**src/shared/pin_mux_consts.svh**
```systemverilog
`ifndef PIN_MUX_CONSTS_SVH
`define PIN_MUX_CONSTS_SVH
`define PB_SEL_ADDR 12'h000
`define AN_SEL_ADDR 12'h004
`define PB_SEL_MASK 32'h0000_3fff
`define PB_SEL_RESET 32'h0000_0000
`define AN_SEL_MASK 32'h3330_3330
`define AN_SEL_RESET 32'h2220_2220
`define AN_PIN_LSB0 4
`define AN_PIN_LSB1 8
`define AN_PIN_LSB2 12
`define AN_PIN_LSB3 20
`define AN_PIN_LSB4 24
`define AN_PIN_LSB5 28
`endif

```
**src/shared/pin_mux_pkg.sv**
```systemverilog
package pin_mux_pkg;
  typedef enum logic [1:0] {SEL_GPIO, SEL_ALT1, SEL_ALT2, SEL_ALT3} sel_code_t;
  typedef struct packed {
    logic [6:0] out;
    logic [6:0] oe;
  } pad_drive_t;
  typedef struct packed {
    logic paddr_ok;
    logic [31:0] data;
  } rd_word_t;
endpackage

```
**src/verilog/port_b_pin_function_select.sv**
```systemverilog
// Notes on behaviour
// - pin 38 selector bits 13:12, 00 gives general I/O, reset 00.
// - jtag reset input high puts test clock on pin 38.
// - pin 38 also feeds external oscillator clock to core clocking.
// - pin 37 selector bits 11:10, 00 general I/O, jtag data out when jtag reset.
// - pin 36 selector bits 9:8, 00 general I/O, jtag mode select when jtag reset.
// - pin 35 selector bits 7:6, 00 general I/O, jtag data in when jtag reset.
// - pin 34 bits 5:4, 00 general I/O, 01 comparator 2 output.
// - pin 33 bits 3:2: general I/O, i2c clock, sync out, conversion start b.
// - pin 32 bits 1:0: general I/O, i2c data, sync in, conversion start a.
//
// The register offsets and register access over APB were chosen for this implementation.
`timescale 1ns/1ps
`include "pin_mux_consts.svh"
module port_b_pin_function_select
  import pin_mux_pkg::*;
(
  // clock and reset
  input wire logic clk,
  input wire logic sys_rst,
  // apb slave
  input wire logic psel,
  input wire logic penable,
  input wire logic pwrite,
  input wire logic [11:0] paddr,
  input wire logic [31:0] pwdata,
  output logic [31:0] prdata,
  output logic pready,
  output logic pslverr,
  // jtag
  input wire logic jtag_reset,
  input wire logic jtag_tdo,
  output logic jtag_tck,
  output logic jtag_tms,
  output logic jtag_tdi,
  // clocking
  output logic external_oscillator_clock_in,
  // peripherals
  input wire logic comparator2_output,
  input wire logic i2c_port_clock_line_oe,
  input wire logic i2c_port_data_line_oe,
  output logic i2c_port_clock_line,
  output logic i2c_port_data_line,
  input wire logic pwm_sync_pulse_out,
  output logic pwm_sync_pulse_in,
  input wire logic conversion_start_b_out,
  input wire logic conversion_start_a_out,
  // general purpose logic, bit 0 is pin 32
  input wire logic [6:0] gpio_out,
  input wire logic [6:0] gpio_oe,
  output logic [6:0] gpio_in,
  // pads, bit 0 is pin 32
  input wire logic [6:0] pad_in,
  output logic [6:0] pad_out,
  output logic [6:0] pad_oe,
  // analog pin digital enables, pins 2,4,6,10,12,14
  output logic [5:0] analog_digital_en
);

  logic [31:0] pb_reg, pb_next;
  logic [31:0] an_reg, an_next;
  logic [31:0] rdata_reg, rdata_next;
  rd_word_t rd;
  pad_drive_t drv;
  sel_code_t sel32, sel33, sel34;
  logic wr_acc, rd_acc;
  localparam int an_lsb [6] = '{`AN_PIN_LSB0, `AN_PIN_LSB1, `AN_PIN_LSB2,
    `AN_PIN_LSB3, `AN_PIN_LSB4, `AN_PIN_LSB5};

  // single wait-free access: setup then access answers at once
  assign pready = 1'b1;
  assign wr_acc = psel & penable & pwrite;
  assign rd_acc = psel & ~penable & ~pwrite;

  always_comb
  begin
    rd.paddr_ok = 1'b1;
    rd.data = 32'h0000_0000;
    unique case (paddr)
      `PB_SEL_ADDR: rd.data = pb_reg;
      `AN_SEL_ADDR: rd.data = an_reg;
      default: rd.paddr_ok = 1'b0;
    endcase
  end

  // unmapped addresses answer with an error, reading zero
  assign pslverr = psel & penable & ~rd.paddr_ok;

  always_comb
  begin
    pb_next = pb_reg;
    an_next = an_reg;
    rdata_next = rdata_reg;
    if (wr_acc && paddr == `PB_SEL_ADDR)
    begin
      pb_next = pwdata & `PB_SEL_MASK;
    end
    if (wr_acc && paddr == `AN_SEL_ADDR)
    begin
      // nonzero reserved writes are dropped rather than trusted
      an_next = pwdata & `AN_SEL_MASK;
    end
    if (rd_acc)
    begin
      rdata_next = rd.data;
    end
  end

  always_ff @(posedge clk or posedge sys_rst)
  begin
    if (sys_rst)
    begin
      pb_reg <= `PB_SEL_RESET;
      an_reg <= `AN_SEL_RESET;
      rdata_reg <= 32'h0000_0000;
    end
    else
    begin
      pb_reg <= pb_next;
      an_reg <= an_next;
      rdata_reg <= rdata_next;
    end
  end

  assign prdata = rdata_reg;

  // analog digital path enabled only while upper selector bit is clear
  genvar g;
  generate
    for (g = 0; g < 6; g++)
    begin : g_an
      assign analog_digital_en[g] = ~an_reg[an_lsb[g] + 1];
    end
  endgenerate

  assign sel32 = sel_code_t'(pb_reg[1:0]);
  assign sel33 = sel_code_t'(pb_reg[3:2]);
  assign sel34 = sel_code_t'(pb_reg[5:4]);

  // reserved codes fall back to general I/O, so such a pad follows gpio_out and gpio_oe
  always_comb
  begin
    drv.out = gpio_out;
    drv.oe = gpio_oe;
    unique case (sel32)
      SEL_ALT1:
      begin
        drv.out[0] = 1'b0;
        drv.oe[0] = i2c_port_data_line_oe;
      end
      SEL_ALT2:
      begin
        drv.out[0] = 1'b0;
        drv.oe[0] = 1'b0;
      end
      SEL_ALT3:
      begin
        drv.out[0] = conversion_start_a_out;
        drv.oe[0] = 1'b1;
      end
      SEL_GPIO: ;
    endcase
    unique case (sel33)
      SEL_ALT1:
      begin
        drv.out[1] = 1'b0;
        drv.oe[1] = i2c_port_clock_line_oe;
      end
      SEL_ALT2:
      begin
        drv.out[1] = pwm_sync_pulse_out;
        drv.oe[1] = 1'b1;
      end
      SEL_ALT3:
      begin
        drv.out[1] = conversion_start_b_out;
        drv.oe[1] = 1'b1;
      end
      SEL_GPIO: ;
    endcase
    if (sel34 == SEL_ALT1)
    begin
      drv.out[2] = comparator2_output;
      drv.oe[2] = 1'b1;
    end
    // pins 35..38 have only general I/O codes; jtag overrides them
    if (jtag_reset)
    begin
      drv.oe[3] = 1'b0;
      drv.oe[4] = 1'b0;
      drv.out[5] = jtag_tdo;
      drv.oe[5] = 1'b1;
      drv.oe[6] = 1'b0;
    end
  end

  assign pad_out = drv.out;
  assign pad_oe = drv.oe;
  assign gpio_in = pad_in;
  assign i2c_port_data_line = (sel32 == SEL_ALT1) ? pad_in[0] : 1'b1;
  assign i2c_port_clock_line = (sel33 == SEL_ALT1) ? pad_in[1] : 1'b1;
  assign pwm_sync_pulse_in = (sel32 == SEL_ALT2) ? pad_in[0] : 1'b0;
  assign jtag_tdi = jtag_reset ? pad_in[3] : 1'b0;
  assign jtag_tms = jtag_reset ? pad_in[4] : 1'b1;
  assign jtag_tck = jtag_reset ? pad_in[6] : 1'b0;
  assign external_oscillator_clock_in = pad_in[6];
endmodule
```
**config.mk**
```make
export PLATFORM = sky130hd
export DESIGN_NAME = port_b_pin_function_select
export DESIGN_NICKNAME = d
export VERILOG_FILES = /design/src/shared/pin_mux_pkg.sv /design/src/verilog/port_b_pin_function_select.sv
export VERILOG_INCLUDE_DIRS = /design/src /design/src/shared
export SDC_FILE = /design/constraint.sdc
export NUM_CORES = 1
export LEC_CHECK = 0
export ABC_CLOCK_PERIOD_IN_PS = 1500
export CAP_MARGIN = 20
export CORE_ASPECT_RATIO = 1.2
export CORE_UTILIZATION = 45
export DETAILED_ROUTE_END_ITERATION = 8
export DONT_BUFFER_PORTS = 1
export MAX_ROUTING_LAYER = met4
export PLACE_DENSITY_LB_ADDON = 0.3
export RECOVER_POWER = 100
export SLEW_MARGIN = 40
export SYNTH_ARGS = -nofsm -noshare
export SYNTH_HDL_FRONTEND = slang
export SYNTH_SLANG_ARGS = --single-unit
```
**constraint.sdc**
```tcl
create_clock -name clk -period 1.5 [get_ports clk]
set_input_delay 0.075 -clock clk [delete_from_list [all_inputs] [get_ports clk]]
set_output_delay 0.075 -clock clk [all_outputs]
set_load 0.03 [all_outputs]
```
==> summary.txt <==
Synthesis
  • Number of flops mapped to enable cells by yosys: 0
  • Fraction of registers with async set/reset: 100.0%
  • Post-synth top area share: between 40% and 50%
  • YS warnings: 0
  • Top cell type by total area after synthesis: dfrtp_1
  • Top cells by area, synth: dfrtp_1 44%, mux2_2 9.5%, buf_4 8.0%
  • Post-Synthesis Cell Area: about 0.0023 mm²
  • Cells after Synth: ~180
  • Post-synthesis sequential area ratio: 51.47%
  • Post-synthesis cell type count: 32
  • Top FF cell, synth: dfrtp_1
  • Yosys reg bits: 46
  • Avg Cell Area, Syn: around 13 µm²

CTS
  • Clock latency on the worst-skew pair: about 0.29 ns
  • Clock root cell: clkbuf_8
  • H-tree Lvls: 2
  • CTS tree: yes
  • Worst-path clk slew: approximately 0.08 ns
  • Max clock buf depth: 2
  • Post-cts resize count: 0
  • Num CTS Buffers: 5
  • Clock sink count: between 40 and 50

Worst setup path
  • Critical Path AT: roughly 1.6 ns
  • Slowest cell on the critical path: or4_4
  • Crit path max fanout: 12
  • Critical Path RT: between 1.5 and 2 ns
  • Critical path's largest stage delay: between 0.6 and 0.7 ns
  • Crit path capture type: flip-flop
  • Critical Path, Cell by Cell: or4b_4, or4_4, mux2_1
  • Setup CP Type: input pin to flip-flop
  • Worst setup SP type: input pin

Finish
  • Antenna cells: 0
  • Fillers: 424
  • Max FFs per register: 20
  • Share of layout cells above drive strength 1: between 10% and 20%
  • Nets: between 200 and 300
  • Area growth from synthesis to layout: 13.12%

GRT
  • Largest net degree at the start of global routing: 47
  • First-pass GRT wire length: between 7000 and 8000 µm
  • Global Route Usage Sum: 20.01%
  • GRT overflow: 0
  • Initial antenna violation count: 0
  • Vias in the first global route: around 1500

Placed design
  • Buffers added on ports: 0
  • Pre-CTS setup slack: -0.2833 ns
  • RD Place Congestion: between 0.7 and 0.8
  • HPWL after DPL: ~3500 µm

Timing
  • Final Slew Violations: 0
  • Worst Tran Pin Value: approximately 1.1 ns
  • Final Hold Viols: 0
  • Period utilisation layout: roughly 97%
  • Clk_skew: 0.005101 ns
  • Worst Setup Slack, final: 0.04593 ns
  • RSZ-0062 raised after global routing: no
  • Finish-stage setup viols: 0
  • TNS Setup: 0 ns
  • Worst slew margin: 27.06%
  • Post-layout min period: 1.454 ns
  • Achievable Freq: around 690 MHz

Detailed routing
  • Drt via density: between 5 and 6
  • DR WL/cell: 18.59 µm
  • Post-DRT Antenna Nets: 0
  • Remaining DRCs: 0
  • DR iter-0 viols: 31
  • Via count: between 1000 and 1500
  • Final wirelength: 4796 µm
  • 1st-pass router iterations: 4

Die
  • Initial Util: between 40 and 50%
  • Die Ht: approximately 79 µm
  • Total core area: ~0.0047 mm²
  • Ports: ~150
  • Die area: 0.005290 mm²
  • Rows: 27
  • Horiz. Die Dim: ~67 µm

Run
  • Total of max-cap violations: 0

Power and ir drop
  • Switching share of power: between 20% and 30%
  • Combinational Power Share: 8.9%
  • Power consumption: approximately 2.3 mW
  • Sequential power share: 53.3%
  • Internal power: 1.801 mW
  • Clock network fraction of total power: 37.8%
  • Pwr/cell area: between 900 and 1000 mW/mm²
  • Static leakage: ~1.2 nW
  • Psw: around 530 µW
  • Peak VDD IR: ~600 µV

Min path
  • Min-Delay Path Class: input pin to output port

Run status
  • Run status: finished, final reports clean
[synthesized netlist by cell type, types with 2 or more instances]
library cell  instances
nor2_1                2
inv_1                 7
mux2_4               10
dfrtp_1              40
or4_4                 3
conb_1                2
and2_0                6
clkbuf_1              2
nand3_1               2
or2_2                 2
and2_1                2
buf_4                24
mux2_2               19
dfstp_2               6
a221o_1               6
nand2_1               4
a22o_1               15
buf_2                 3
or3b_2                3
nor2b_1               5
[worst paths after layout]
| path | startpoint | to | slack [ns] | cells past startpoint |
|---|---|---|---|---|
| worst max register to register | prdata[9]$_DFFE_PP0P_ | prdata[9]$_DFFE_PP0P_ | 0.43 | 2 |
| worst min register to register | pb_reg[11]$_DFFE_PP0P_ | pb_reg[11]$_DFFE_PP0P_ | 0.49 | 1 |
| max in group asynchronous | sys_rst | prdata[21]$_DFFE_PP0P_ | 0.25 | 3 |
| worst max-delay path | paddr[3] | an_reg[8]$_DFFE_PP0P_ | 0.05 | 3 |
| min in group asynchronous | sys_rst | pb_reg[7]$_DFFE_PP0P_ | 0.57 | 3 |
| worst min-delay path | gpio_out[4] | pad_out[4] | 0.15 | 0 |
[timing repair]
item                                   in CTS  in global routing
hold buffers                               21                  0
endpoints found under the hold margin      66                  0
setup endpoints to repair                   1                  0
buffers inserted                            1                  0
[power groups by stage]
stage,combinational (mW),clock [mW],sequential [mW]
4_1_cts,0.217,0.904,1.24
6_report,0.208,0.879,1.24
5_1_grt,0.224,0.958,1.24
3_3_place_gp,0.166,0,1.27
2_1_floorplan,0.228,0,1.27
3_5_place_dp,0.168,0,1.27
[worst max-delay path: cells and delay by family]
family,cells,cell delay (ns)
simple gates,2,1.19
mux,1,0.36
[cell type report]
type	instances	area (µm²)	share of cell area, %
clock buffers	7	76.32	2.998
repair buffers	36	314.1	12.33
multi-input cells	103	868.3	34.10
clock inverters	1	30.03	1.179
inverters	7	26.28	1.032
flip-flops and latches	46	1159	45.50
well taps	58	72.57	2.850
[placed cells by master, fill, tap and decap left out]
| cell | n |
|---|---|
| nand2b_1 | 1 |
| a22o_1 | 15 |
| bufinv_16 | 1 |
| nand3_1 | 2 |
| a211o_1 | 1 |
| clkbuf_2 | 4 |
| dfstp_1 | 6 |
| buf_4 | 7 |
| o21ai_0 | 1 |
| mux2_2 | 7 |
| or4b_4 | 1 |
| or2_0 | 2 |
| clkbuf_1 | 5 |
| nor2b_1 | 5 |
| buf_12 | 1 |
| dlygate4sd3_1 | 21 |
| conb_1 | 13 |
| a221o_1 | 6 |
| and2_0 | 8 |
| nor4_2 | 3 |
| nor2_1 | 2 |
| or3_1 | 1 |
| and3b_1 | 1 |
| mux2_1 | 19 |
| o311a_1 | 1 |
| inv_1 | 6 |
| or4_1 | 1 |
| or3b_2 | 3 |
| nand2_1 | 4 |
| mux2_4 | 3 |
| or4_4 | 3 |
| dfrtp_1 | 40 |
| clkbuf_8 | 5 |
| clkinv_1 | 1 |
[metrics by stage]
step                      hold slack (ns)  area (µm²)  instances  utilization, %
after detailed placement           0.1337        2320        228           49.40
after global placement             0.1118        2320        228           49.40
final                              0.1501        2546        258           54.22
after CTS                          0.1502        2644        258           56.30
after floorplan                    0.2227        2347        186               -
after global routing               0.1501        2546        258           54.22
[per-layer routing]
metal / GRT usage (%) / share of wire [%] / up-vias
met5: - / 0 / -
met3: 5.571 / 6.8 / 7
met2: 33.03 / 54 / 82
li1: - / - / 634
met4: 6.809 / 1.2 / 0
met1: 23.22 / 38 / 711
[logic make-up (layout without fill, tap and decap cells)]
family / Yosys count / count (layout) / share of synthesized area, %
buf+inv: 37 / 51 / 10.67
compound gates: 24 / 24 / 9.561
simple gates: 37 / 37 / 11.79
mux: 29 / 29 / 16.18
other cells: 2 / 13 / 0.3336
flops: 46 / 46 / 51.47
No activity file was read; power rests on OpenSTA's default activity.
